[src/verilog/cwfc_pkg.sv]
package cwfc_pkg;
  localparam int CW             = 16;
  localparam int CLK_NS         = 50;
  // Filter and time-out figures in ns, then as cycle counts
  localparam int BUS_WAKE_NS    = 1000;
  localparam int PIN_WAKE_NS    = 30000;
  localparam int TXD_TO_NS      = 1000000;
  localparam int CLAMP_NS       = 100000;
  localparam int SHORT_NS       = 100000;
  localparam int SLEEP_ENTRY_NS = 50000;
  localparam int BIT_MIN_NS     = 4000;
  localparam int BUS_WAKE_CYC   = (BUS_WAKE_NS + CLK_NS - 1) / CLK_NS;
  localparam int PIN_WAKE_CYC   = (PIN_WAKE_NS + CLK_NS - 1) / CLK_NS;
  localparam int TXD_TO_CYC     = (TXD_TO_NS + CLK_NS - 1) / CLK_NS;
  localparam int CLAMP_CYC      = (CLAMP_NS + CLK_NS - 1) / CLK_NS;
  localparam int SHORT_CYC      = (SHORT_NS + CLK_NS - 1) / CLK_NS;
  localparam int SLEEP_CYC      = (SLEEP_ENTRY_NS + CLK_NS - 1) / CLK_NS;
  localparam int BIT_MIN_CYC    = (BIT_MIN_NS + CLK_NS - 1) / CLK_NS;
  localparam logic [2:0] FAIL_BITS = 3'h4;

  // Positions of the synchronised pins
  localparam int P_SLPN = 0;
  localparam int P_EN   = 1;
  localparam int P_LWK  = 2;
  localparam int P_TXD  = 3;
  localparam int P_BUS  = 4;
  localparam int P_RXRB = 5;
  localparam int P_BFS  = 6;
  localparam int NPINS  = 7;
  // Filter reset value per pin; bus starts as dominant so a bus
  // already dominant at power-up never shows a rising edge
  localparam logic [NPINS-1:0] PIN_RST = 7'h38;

  typedef enum logic [4:0] {
    M_SLEEP = 5'h01,
    M_STBY  = 5'h02,
    M_GTS   = 5'h04,
    M_NORM  = 5'h08,
    M_RXO   = 5'h10
  } cwfc_mode_t;

  typedef struct packed {
    logic          s1;
    logic          s2;
    logic          lvl;
    logic [CW-1:0] cnt;
  } cwfc_filt_st_t;

  typedef struct packed {
    cwfc_mode_t mode;
    logic       wake_flag;
    logic       local_fail;
    logic       bus_fail;
  } cwfc_stat_t;

  typedef struct packed {
    cwfc_mode_t    mode;
    logic [CW-1:0] gts_cnt;
    logic          bus_prev;
    logic          lwk_prev;
    logic          bwk_arm;
    logic [CW-1:0] bwk_cnt;
    logic          wake_flag;
    logic [CW-1:0] txlo_cnt;
    logic          txto;
    logic [CW-1:0] short_cnt;
    logic          short_f;
    logic [CW-1:0] clamp_cnt;
    logic          clamp;
    logic [CW-1:0] dom_cnt;
    logic          dom_fail;
    logic [2:0]    fail_cnt;
    logic          bus_fail;
    logic          drv;
    logic          txdom;
    logic          sup_sw;
    logic          rxd;
    logic          fault_n;
  } cwfc_st_t;
endpackage

[src/verilog/cwfc_filt.sv]
module cwfc_filt import cwfc_pkg::*; #(
  parameter logic [CW-1:0] FILT    = 16'h0001,
  parameter logic          RST_VAL = 1'b0
) (
  input  wire logic clock,  // System clock
  input  wire logic rstn,   // Async reset, active low
  input  wire logic raw,    // Pin as it arrives
  output logic      lvl     // Synchronised, filtered level
);
  cwfc_filt_st_t st, n;

  if (FILT == '0) begin : g_bad
    $error("cwfc_filt: FILT must be at least one");
  end

  // First stage feeds only the second
  always_comb begin
    n    = st;
    n.s1 = raw;
    n.s2 = st.s1;
    if (st.s2 == st.lvl) begin
      n.cnt = '0;
    end else if (st.cnt >= FILT - 16'h1) begin
      n.lvl = st.s2;
      n.cnt = '0;
    end else begin
      n.cnt = st.cnt + 16'h1;
    end
  end

  always_ff @(posedge clock or negedge rstn) begin
    if (!rstn) begin
      st <= '{s1: RST_VAL, s2: RST_VAL, lvl: RST_VAL, cnt: '0};
    end else begin
      st <= n;
    end
  end

  assign lvl = st.lvl;
endmodule

[src/verilog/cwfc_top.sv]
// Operation
// - Sleep goes to standby after edge then dominant longer than bus filter.
// - Dominant phase shorter than bus wake filter is dropped as spike.
// - Permanent dominant without recessive-to-dominant edge never wakes.
// - In standby after wake, receive output and fault output go low.
// - Supply switch output is active once standby is entered.
// - Both edges of the local wake pin wake from sleep.
// - Wake pin change counts only if stable for the pin filter time.
// - Mode pins act only while logic and I/O supplies are present.
// - Sleep goes to normal or receive-only by pins, standby by wake or battery undervoltage.
// - Both mode pins high from sleep enter normal mode.
// - Bus short check only in normal mode while driving dominant.
// - Bus failure shown after four failing driven dominant bits.
// - Bus failure only reported; driver stays enabled.
// - Local failures shown on fault output only in receive-only mode.
// - Transmit low past time-out in normal disables driver, sets flag.
// - Time-out cleared by receive-only to normal with transmit high.
// - Transmit-to-receive short disables driver and sets flag.
// - Short flag cleared by receive-only to normal change.
// - Receive output stuck high sets flag and disables driver.
// - Clamp released when it disappears, or by a mode change taken while receive output is high.
// - Battery undervoltage also takes the device out of sleep.
// - Standby pin high: select high is normal, low is receive-only.
// - Standby pin low, select high starts go-to-sleep; timeout sleeps.
// - Logic or I/O undervoltage forces sleep from any mode unless battery undervoltage is also present.
module cwfc_top import cwfc_pkg::*; #(
  parameter logic [CW-1:0] BUS_WAKE = CW'(BUS_WAKE_CYC),
  parameter logic [CW-1:0] PIN_WAKE = CW'(PIN_WAKE_CYC),
  parameter logic [CW-1:0] TXD_TO   = CW'(TXD_TO_CYC),
  parameter logic [CW-1:0] CLAMP_T  = CW'(CLAMP_CYC),
  parameter logic [CW-1:0] SHORT_T  = CW'(SHORT_CYC),
  parameter logic [CW-1:0] SLEEP_T  = CW'(SLEEP_CYC),
  parameter logic [CW-1:0] BIT_MIN  = CW'(BIT_MIN_CYC)
) (
  input  wire logic  clock,                  // 20 MHz clock
  input  wire logic  rstn,                   // Async reset, active low
  input  wire logic  sleep_control_pin_n,    // Standby control pin
  input  wire logic  mode_select,            // Mode select pin
  input  wire logic  local_wake_pin,         // Local wake input
  input  wire logic  txd_in,                 // Transmit data, low dominant
  input  wire logic  bus_dominant_in,        // Bus receiver, high dominant
  input  wire logic  rxd_readback,           // Level seen on receive pin
  input  wire logic  bus_fault_sense,        // Bus short comparator
  input  wire logic  vcc_vio_uv,             // Filtered logic/I/O undervolt
  input  wire logic  vbat_uv,                // Battery undervoltage
  output logic       rxd_out,                // Receive output
  output logic       fault_flag_out_n,       // Fault flag, active low
  output logic       external_supply_switch, // Supply switch enable
  output logic       driver_enable,          // Output stage enabled
  output logic       tx_dominant,            // Drive dominant on bus
  output cwfc_stat_t status                  // Mode and flags
);
  cwfc_st_t         st, n;
  logic [NPINS-1:0] raw, pin;
  logic             bus_wake, lwk_wake, wake, lp_on, sup_ok, drv_dom;
  logic             slpn_s, en_s, lwk_s, txd_s, bus_s, rxrb_s, bfs_s;

  if (BUS_WAKE == '0 || PIN_WAKE == '0 || TXD_TO == '0 ||
      CLAMP_T == '0 || SHORT_T == '0 || SLEEP_T == '0 ||
      BIT_MIN == '0) begin : g_bad
    $error("cwfc_top: every count must be at least one");
  end

  assign raw = {bus_fault_sense, rxd_readback, bus_dominant_in, txd_in,
                local_wake_pin, mode_select, sleep_control_pin_n};

  for (genvar i = 0; i < NPINS; i++) begin : g_pin
    cwfc_filt #(
      .FILT    (i == P_LWK ? PIN_WAKE : 16'h0001),
      .RST_VAL (PIN_RST[i])
    ) u_filt (
      .clock (clock),
      .rstn  (rstn),
      .raw   (raw[i]),
      .lvl   (pin[i])
    );
  end

  assign slpn_s = pin[P_SLPN];
  assign en_s   = pin[P_EN];
  assign lwk_s  = pin[P_LWK];
  assign txd_s  = pin[P_TXD];
  assign bus_s  = pin[P_BUS];
  assign rxrb_s = pin[P_RXRB];
  assign bfs_s  = pin[P_BFS];

  always_comb begin
    n          = st;
    n.bus_prev = bus_s;
    n.lwk_prev = lwk_s;
    bus_wake   = 1'b0;
    sup_ok     = !vcc_vio_uv;
    lp_on      = st.mode inside {M_SLEEP, M_STBY, M_GTS};
    // Wake detection only while the low power receiver listens
    if (!lp_on) begin
      n.bwk_arm = 1'b0;
      n.bwk_cnt = '0;
    end else if (bus_s && !st.bus_prev) begin
      n.bwk_arm = 1'b1;
      n.bwk_cnt = '0;
    end else if (st.bwk_arm) begin
      if (!bus_s) begin
        n.bwk_arm = 1'b0;
      end else if (st.bwk_cnt >= BUS_WAKE - 16'h1) begin
        bus_wake  = 1'b1;
        n.bwk_arm = 1'b0;
      end else begin
        n.bwk_cnt = st.bwk_cnt + 16'h1;
      end
    end
    lwk_wake = lp_on && (lwk_s != st.lwk_prev);
    wake     = bus_wake || lwk_wake;

    case (st.mode)
      M_SLEEP: begin
        if (wake) begin
          n.mode = M_STBY;
        end else if (sup_ok && slpn_s) begin
          n.mode = en_s ? M_NORM : M_RXO;
        end
      end
      M_STBY: begin
        if (sup_ok && slpn_s) begin
          n.mode = en_s ? M_NORM : M_RXO;
        end else if (sup_ok && en_s) begin
          n.mode = M_GTS;
        end
      end
      M_GTS: begin
        if (sup_ok && slpn_s) begin
          n.mode = en_s ? M_NORM : M_RXO;
        end else if (sup_ok && !en_s) begin
          n.mode = M_STBY;
        end else if (st.gts_cnt >= SLEEP_T - 16'h1) begin
          n.mode = M_SLEEP;
        end else begin
          n.gts_cnt = st.gts_cnt + 16'h1;
        end
      end
      M_NORM, M_RXO: begin
        if (sup_ok) begin
          case ({slpn_s, en_s})
            2'b11:   n.mode = M_NORM;
            2'b10:   n.mode = M_RXO;
            2'b01:   n.mode = M_GTS;
            default: n.mode = M_STBY;
          endcase
        end
      end
      default: n.mode = M_STBY;
    endcase
    if (vcc_vio_uv) begin
      n.mode = M_SLEEP;
    end
    // Battery undervoltage wins, even over logic supply loss
    if (vbat_uv) begin
      n.mode = M_STBY;
    end
    if (n.mode != M_GTS) begin
      n.gts_cnt = '0;
    end

    if (wake) begin
      n.wake_flag = 1'b1;
    end else if (n.mode inside {M_NORM, M_RXO}) begin
      n.wake_flag = 1'b0;
    end

    // Transmit time-out
    if (st.mode == M_NORM && !txd_s) begin
      if (st.txlo_cnt >= TXD_TO - 16'h1) begin
        n.txto = 1'b1;
      end else begin
        n.txlo_cnt = st.txlo_cnt + 16'h1;
      end
    end else begin
      n.txlo_cnt = '0;
    end
    // Receive pin dragged low while driven high: shorted to transmit
    if (st.mode == M_NORM && !txd_s && !rxrb_s && st.rxd) begin
      if (st.short_cnt >= SHORT_T - 16'h1) begin
        n.short_f = 1'b1;
      end else begin
        n.short_cnt = st.short_cnt + 16'h1;
      end
    end else begin
      n.short_cnt = '0;
    end
    if (st.mode == M_RXO && n.mode == M_NORM) begin
      n.short_f = 1'b0;
      if (txd_s) begin
        n.txto = 1'b0;
      end
    end
    // Receive pin stays high while driven low
    if (st.mode inside {M_NORM, M_RXO} && !st.rxd && rxrb_s) begin
      if (st.clamp_cnt >= CLAMP_T - 16'h1) begin
        n.clamp = 1'b1;
      end else begin
        n.clamp_cnt = st.clamp_cnt + 16'h1;
      end
    end else begin
      n.clamp_cnt = '0;
      if (!rxrb_s || n.mode != st.mode) begin
        n.clamp = 1'b0;
      end
    end

    // Bus short check per driven dominant bit
    drv_dom = st.drv && !txd_s;
    // Leaving normal mode drops any count taken on the way out
    if (st.mode != M_NORM || n.mode != M_NORM) begin
      n.dom_cnt  = '0;
      n.dom_fail = 1'b0;
      n.fail_cnt = '0;
      n.bus_fail = 1'b0;
    end else if (drv_dom) begin
      if (st.dom_cnt != '1) begin
        n.dom_cnt = st.dom_cnt + 16'h1;
      end
      n.dom_fail = st.dom_fail || bfs_s;
    end else if (st.dom_cnt != '0) begin
      n.dom_cnt  = '0;
      n.dom_fail = 1'b0;
      if (st.dom_cnt >= BIT_MIN) begin
        if (st.dom_fail) begin
          if (st.fail_cnt != FAIL_BITS) begin
            n.fail_cnt = st.fail_cnt + 3'h1;
          end
          n.bus_fail = (st.fail_cnt + 3'h1 >= FAIL_BITS);
        end else begin
          n.fail_cnt = '0;
          n.bus_fail = 1'b0;
        end
      end
    end

    // Bus failure deliberately absent from the driver gate
    n.drv   = n.mode == M_NORM && !n.txto && !n.short_f && !n.clamp;
    n.txdom = n.drv && !txd_s;
    n.sup_sw = n.mode != M_SLEEP;
    case (n.mode)
      M_NORM: begin
        n.rxd     = !bus_s;
        n.fault_n = !n.bus_fail;
      end
      M_RXO: begin
        n.rxd     = !bus_s;
        n.fault_n = !(n.txto || n.short_f || n.clamp);
      end
      M_STBY: begin
        n.rxd     = !n.wake_flag;
        n.fault_n = !n.wake_flag;
      end
      default: begin
        n.rxd     = 1'b1;
        n.fault_n = 1'b1;
      end
    endcase
  end

  always_ff @(posedge clock or negedge rstn) begin
    if (!rstn) begin
      st         <= '0;
      st.mode    <= M_STBY;
      st.bus_prev <= PIN_RST[P_BUS];
      st.lwk_prev <= PIN_RST[P_LWK];
      st.sup_sw   <= 1'b1;
      st.rxd     <= 1'b1;
      st.fault_n <= 1'b1;
    end else begin
      st <= n;
    end
  end

  assign rxd_out                = st.rxd;
  assign fault_flag_out_n       = st.fault_n;
  assign external_supply_switch = st.sup_sw;
  assign driver_enable          = st.drv;
  assign tx_dominant            = st.txdom;
  assign status = '{mode: st.mode, wake_flag: st.wake_flag,
                    local_fail: st.txto || st.short_f || st.clamp,
                    bus_fail: st.bus_fail};
endmodule

[config.mk]
export PLATFORM = sky130hd
export DESIGN_NAME = cwfc_top
export DESIGN_NICKNAME = d
export VERILOG_FILES = /design/src/verilog/cwfc_pkg.sv /design/src/verilog/cwfc_filt.sv /design/src/verilog/cwfc_top.sv
export SDC_FILE = /design/constraint.sdc
export NUM_CORES = 1
export LEC_CHECK = 0
export BUFFER_PORTS_ARGS = -buffer_cell sky130_fd_sc_hd__buf_2
export CAP_MARGIN = 20
export CORE_UTILIZATION = 67
export DETAILED_ROUTE_END_ITERATION = 10
export GPL_TIMING_DRIVEN = 0
export PLACE_DENSITY = 0.83
export SLEW_MARGIN = 20
export SYNTH_ARGS = -nofsm -noshare
export SYNTH_HDL_FRONTEND = slang
export SYNTH_SLANG_ARGS = --single-unit
[constraint.sdc]
create_clock -name clock -period 7.5 [get_ports clock]
set_input_delay 0.75 -clock clock [delete_from_list [all_inputs] [get_ports clock]]
set_output_delay 0.75 -clock clock [all_outputs]
set_load 0.03 [all_outputs]
==> results of run 1 <==
## worst paths after layout
kind | start | end | cells past startpoint
max | status[5]$_DFF_PN0_ | st[53]$_DFFE_PN0P_ | 9
min | rstn | st[72]$_DFFE_PN0P_ | 1
max reg2reg | status[5]$_DFF_PN0_ | st[53]$_DFFE_PN0P_ | 9
min reg2reg | g_pin[1].u_filt.n[17]$_DFF_PN0_ | g_pin[1].u_filt.st[17]$_DFF_PN0_ | 0
max in group asynchronous | rstn | g_pin[4].u_filt.n[17]$_DFF_PN1_ | 2
min in group clock | bus_dominant_in | g_pin[4].u_filt.n[17]$_DFF_PN1_ | 1
## worst register-to-register path, stage by stage, from the launching register on
cell	delay (ns)
dfrtp_1	0.43
buf_2	0.20
nor2_1	0.31
nand4_1	0.50
or3b_2	0.61
clkbuf_1	0.21
nor2b_1	0.31
or2_2	0.24
o21ai_0	0.12
a21oi_1	0.16
## placed cells by master, fill, tap and decap left out, types with 4 or more instances in the layout
master	instances
nor2b_1	7
a31oi_1	8
nand2b_1	5
xnor2_1	22
dfrtp_1	141
buf_4	9
or4_1	5
nand2_1	57
nor2_1	94
nor3_1	14
conb_1	6
clkbuf_1	22
nand3_1	30
clkbuf_8	5
dfstp_2	14
inv_1	21
o21ai_0	21
clkbuf_16	16
or3_1	21
and2_1	28
a21oi_1	27
and3_1	18
buf_2	24
a211oi_1	4
nand4_1	17
nor3_2	9
mux2i_1	5
a41oi_1	4
xor2_1	32
ha_1	10
nor4_1	8
## sequential cells by signal (all words and copies together), names as in the netlist
register	cells
tx_dominant	1
st	106
g_pin.u_filt.st	23
status	7
rxd_out	1
fault_flag_out_n	1
g_pin.u_filt.n	7
driver_enable	1
g_pin.u_filt.lvl	7
external_supply_switch	1
## cells by family after synthesis
group	share of synthesized area (%)
simple gates	23.6
xor+xnor	6.70
flops	53.3
other cells	0.0513
mux	0.839
fa+ha+maj	1.71
compound gates	10.4
buf+inv	3.37
## layer usage
| metal | vias to the layer above | GRT usage [%] | part of all wire [%] |
|---|---|---|---|
| met4 | 0 | 12.2 | 2.2 |
| met3 | 39 | 6.93 | 5.3 |
| met5 | - | 0 | 0 |
| met2 | 179 | 47.0 | 51 |
| met1 | 2742 | 36.9 | 42 |
| li1 | 2588 | - | - |
## layout make-up
type	count	area [µm²]	area share (%)
plain buffers	31	168	2.03
clock buffers	25	484	5.87
clock inverters	7	114	1.38
inverters	21	78.8	0.956
multi-input cells	513	3180	38.6
flip-flops and latches	155	3900	47.3
well taps	136	170	2.06
repair buffers	24	153	1.85
## metrics by stage
step,power [µW],area (µm²),util [%]
CTS,1850,8240,78.8
floorplan,949,7320,-
global placement,988,7610,72.7
global route,1900,8240,78.8
finish,1850,8240,78.8
detailed placement,993,7640,73.1
## report_power, final
group | switching, µW | internal, µW
sequential | 11.3 | 856
clock | 325 | 542
combinational | 75.6 | 36.4
total | 411 | 1430
==> flow_metrics.env, run 1 <==
export IMPL_powerDensity_mw_per_mm2=224
export IMPL_fin_worst_skew_ns=0.00914
export IMPL_fillers=674
export IMPL_drc_errors=0
export IMPL_dieWidth_um=106
export IMPL_path_delay_family="simple AND/OR/NAND/NOR gates"
export IMPL_crit_chain="buf_2, nor2_1, nand4_1, or3b_2, clkbuf_1, nor2b_1, or2_2, o21ai_0, a21oi_1"
export IMPL_vias_per_cell=6.08
export IMPL_gp_congestion=0.933
export IMPL_async_flop_share_pct=100
export IMPL_timing_hold_ws_ns=0.135
export IMPL_clkTransAtPathRegs_ns=0.06
export IMPL_critical_path_class="reg -> reg"
export IMPL_synth_edf_count=0
export IMPL_fin_cells=912
export IMPL_syn2layout_area_growth_pct=12.9
export IMPL_synth_top_area_share_pct=48.3
export IMPL_cpMaxStageDelayCell="or3b_2"
export IMPL_antenna_found_initial=0
export IMPL_synthFlopType="dfrtp_1"
export IMPL_place_inst=880
export IMPL_fin_crit_ns=3.17
export IMPL_syn_avg_cell_area_um2=10.2
export IMPL_post_drt_wl_per_cell_um=16.4
export IMPL_track_usage_pct=28.8
export IMPL_cap_violations=0
export IMPL_synth_cell_types=70
export IMPL_grt_pass1_wl_um=25200
export IMPL_drt_pass1_iter_count=5
export IMPL_routed_wl_um=15000
export IMPL_synthTopCellsByCount="dfrtp_1 (141), nor2_1 (94), nand2_1 (57), xor2_1 (32), nand3_1 (30)"
export IMPL_slew_headroom_pct=31.4
export IMPL_cts_repair_resized=0
export IMPL_synthCells=715
export IMPL_status="completed"
export IMPL_cpPeakStageDelay_ns=0.61
export IMPL_syn_cell_area_mm2=0.00730
export IMPL_dr_first_iter_drc_count=488
export IMPL_fp_dieH_um=106
export IMPL_grt_remaining_overflow=0
export IMPL_synth_seq_cells=155
export IMPL_cts_tree="built"
export IMPL_endpoint_kind="flip-flop"
export IMPL_hold_class="in -> async"
export IMPL_period_share_pct=42.3
export IMPL_synth_area_leader_cell="dfrtp_1"
export IMPL_peakVddDrop_v=0.000252
export IMPL_nets=784
export IMPL_ctsHoldBuffers=0
export IMPL_num_antenna_cells=0
export IMPL_slew_violations=0
export IMPL_r2r_setup_slack_ns=4.33
export IMPL_fmax_ghz=0.315
export IMPL_ant_nets=0
export IMPL_hold_viol_final=0
export IMPL_cts_buffers=17
export IMPL_worst_path_buf_inv=2
export IMPL_worstPathArrival_ns=3.63
export IMPL_setup_ws_ns=4.33
export IMPL_cts_root_buf="clkbuf_8"
export IMPL_ys_seq_area_share_pct=53.3
export IMPL_synth_area_leaders="dfrtp_1 (48%), dfstp_2 (5.0%), nor2_1 (4.8%)"
export IMPL_rsz0062_at_grt="no"
export IMPL_start_kind="flip-flop"
export IMPL_grt_max_degree=96
export IMPL_leakage_uw=0.00358
export IMPL_port_buffers=23
export IMPL_setup_viol=0
export IMPL_yosysMostFrequentCell="dfrtp_1"
export IMPL_cp_required_ns=7.96
export IMPL_crit_fanout=10
export IMPL_cts_htree_levels=4
export IMPL_fp_row_count=37
export IMPL_cts_buffer_depth=2
export IMPL_dp_hpwl_um=9660
export IMPL_die_area_mm2=0.0113
export IMPL_cts_sinks=155
export IMPL_initial_core_util_pct=69.8
export IMPL_io_pins=24
export IMPL_cts_setup_buffers=0
export IMPL_grt_pass1_vias=5461
export IMPL_clk_latency_ns=0.54
export IMPL_tightest_slew_ns=1.02
export IMPL_ys_warn_count=0
export IMPL_setup_tns_ns=0
export IMPL_vias=5548
export IMPL_design_core_area_mm2=0.0105
export IMPL_drive_above_1_share_pct=13.3
export IMPL_dp_slack_ns=4.46
Note: power is estimated with default switching activity, not from simulation.
==> run 2, diff against run 1 <==
CORE_UTILIZATION = 62   (was 67)
PLACE_DENSITY = 0.78   (was 0.83)
clock period = 2.95 ns   (was 7.5 ns; I/O delays follow)
==> run 2 against run 1 <==
Register-to-register slack lost 4.1 ns; power grew to 2.5 times the previous value; via count is 1.0% lower; utilization decreased by 5.3 points; count of clock-buffer cells in the layout decreased by 4.
==> flow_metrics.env, run 2 (synthesis results as in run 1) <==
export IMPL_fillers=820
export IMPL_track_usage_pct=26.0
export IMPL_grt_pass1_vias=5636
export IMPL_cp_startpoint="st[78]$_DFFE_PN0P_"
export IMPL_grt_max_degree=101
export IMPL_hold_viol_final=0
export IMPL_cts_buffers=17
export IMPL_vias=5492
export IMPL_drc_errors=0
export IMPL_powerDensity_mw_per_mm2=548
export IMPL_critical_path_class="reg -> reg"
export IMPL_reg_largest_list="st: 106 flops, g_pin.u_filt.st: 23 flops"
export IMPL_nets=797
export IMPL_io_pins=24
export IMPL_design_core_area_mm2=0.0115
export IMPL_setup_ws_ns=0.183
export IMPL_top_register="st"
export IMPL_fin_area_mm2=0.00842
export IMPL_dp_hpwl_um=9790
export IMPL_regArea_mm2=0.00390
export IMPL_hold_class="in -> reg"
export IMPL_gp_congestion=0.928
export IMPL_die_area_mm2=0.0122
export IMPL_tightest_slew_ns=0.691
export IMPL_cts_tree="built"
export IMPL_dieWidth_um=111
export IMPL_cts_buffer_depth=2
export IMPL_rr_startpoint="st[78]$_DFFE_PN0P_"
export IMPL_final_cell_mix="dfrtp_1 (140), nor2_1 (93), nand2_1 (56), xor2_1 (31), nand3_1 (30)"
export IMPL_multi_input_area_mm2=0.00324
export IMPL_worstPathArrival_ns=3.08
export IMPL_fp_row_count=39
export IMPL_num_antenna_cells=0
export IMPL_grt_pass1_wl_um=25400
export IMPL_fp_dieH_um=111
export IMPL_vias_per_cell=5.89
export IMPL_cts_sinks=155
export IMPL_timing_hold_ws_ns=0.303
export IMPL_setup_viol=0
export IMPL_cap_violations=0
export IMPL_drt_pass1_iter_count=5
export IMPL_dr_first_iter_drc_count=381
export IMPL_grt_remaining_overflow=0
export IMPL_place_area_mm2=0.00765
export IMPL_period_share_pct=93.8
export IMPL_endpoint_kind="flip-flop"
export IMPL_slew_headroom_pct=53.8
export IMPL_cp_required_ns=3.26
export IMPL_slew_violations=0
export IMPL_fmax_ghz=0.361
export IMPL_ant_nets=0
export IMPL_fin_worst_skew_ns=0.0126
export IMPL_largest_reg_flops=106
export IMPL_peakVddDrop_v=0.000518
export IMPL_routed_wl_um=14800
export IMPL_status="completed"
export IMPL_hold_start="vcc_vio_uv"
export IMPL_post_drt_wl_per_cell_um=15.9
export IMPL_clkTransAtPathRegs_ns=0.06
export IMPL_fin_crit_ns=2.77
export IMPL_port_buffers=23
export IMPL_cts_htree_levels=4
export IMPL_mostFrequentLayoutCell="dfrtp_1"
export IMPL_place_inst=887
export IMPL_syn2layout_area_growth_pct=15.3
export IMPL_crit_fanout=10
export IMPL_drive_above_1_share_pct=15.8
export IMPL_start_kind="flip-flop"
export IMPL_cts_root_buf="clkbuf_16"
export IMPL_initial_core_util_pct=63.7
export IMPL_antenna_found_initial=1
export IMPL_postLayoutCoreUtil_pct=73.4
export IMPL_clk_latency_ns=0.43
export IMPL_leakage_uw=0.00363
export IMPL_fin_cells=932
export IMPL_dp_slack_ns=-0.138
-- run 2: cell count changes in the layout (fill, tap and decap cells not counted), sizes merged --
cell | before | now
bufinv | 3 | 2
buf | 37 | 41
clkbuf | 43 | 40
dlygate4sd3 | 0 | 8
clkinvlp | 0 | 2
inv | 21 | 22
clkinv | 4 | 6
-- run 2: final timing paths --
path                                                    endpoint  slack, ns  cells after the start
worst min register to register  g_pin[2].u_filt.st[17]$_DFF_PN0_       0.35                      0
worst max register to register                st[17]$_DFFE_PN0P_       0.18                     10
max in group asynchronous                      rxd_out$_DFF_PN1_       1.76                      3
worst max-delay path                          st[17]$_DFFE_PN0P_       0.18                     10
worst min-delay path            external_supply_switch$_DFF_PN1_       0.30                      4
min in group asynchronous                     st[70]$_DFFE_PN0P_       0.38                      2
-- run 2: cell type report --
cell class,instances,area share (%)
Sequential cell,155,46.3
Multi-Input combinational cell,513,38.5
Clock buffer,21,5.47
Timing Repair Buffer,37,3.21
Tap cell,143,2.12
Buffer,31,2.07
Clock inverter,11,1.40
Inverter,21,0.936
-- run 2: timing repair --
action	4_1_cts	5_1_grt
gates resized for setup	0	22
buffers inserted	3	2
setup endpoints to repair	21	30
pin swaps	2	2
hold buffers	8	0
endpoints found under the hold margin	57	0
-- run 2: critical path: stages (launching register included) --
cell,delay (ns)
dfrtp_1,0.41
ha_1,0.25
o31ai_2,0.09
and4_1,0.23
o311a_4,0.43
o41ai_4,0.38
or2_1,0.17
buf_2,0.21
o21bai_2,0.20
buf_4,0.22
nor2_1,0.07
-- run 2: power by group --
part           switching [µW]  total [µW]  internal [µW]
logic                     194         298            104
registers                33.6        2210           2180
clock network             826        2110           1280
total                    1050        4620           3570
-- run 2: metal layers --
metal,vias to the layer above,share of wire (%),GRT usage [%]
li1,2615,-,-
met1,2716,43,32.4
met2,138,50,42.7
met3,23,4.4,7.14
met4,0,2.0,11.0
met5,-,0,0
-- run 2: through the flow --
step	TNS, ns	power, µW
2_1_floorplan	0	2410
3_3_place_gp	-69.99	2510
3_5_place_dp	-2.01	2520
4_1_cts	0	4650
5_1_grt	-0.00140	4790
6_report	0	4620
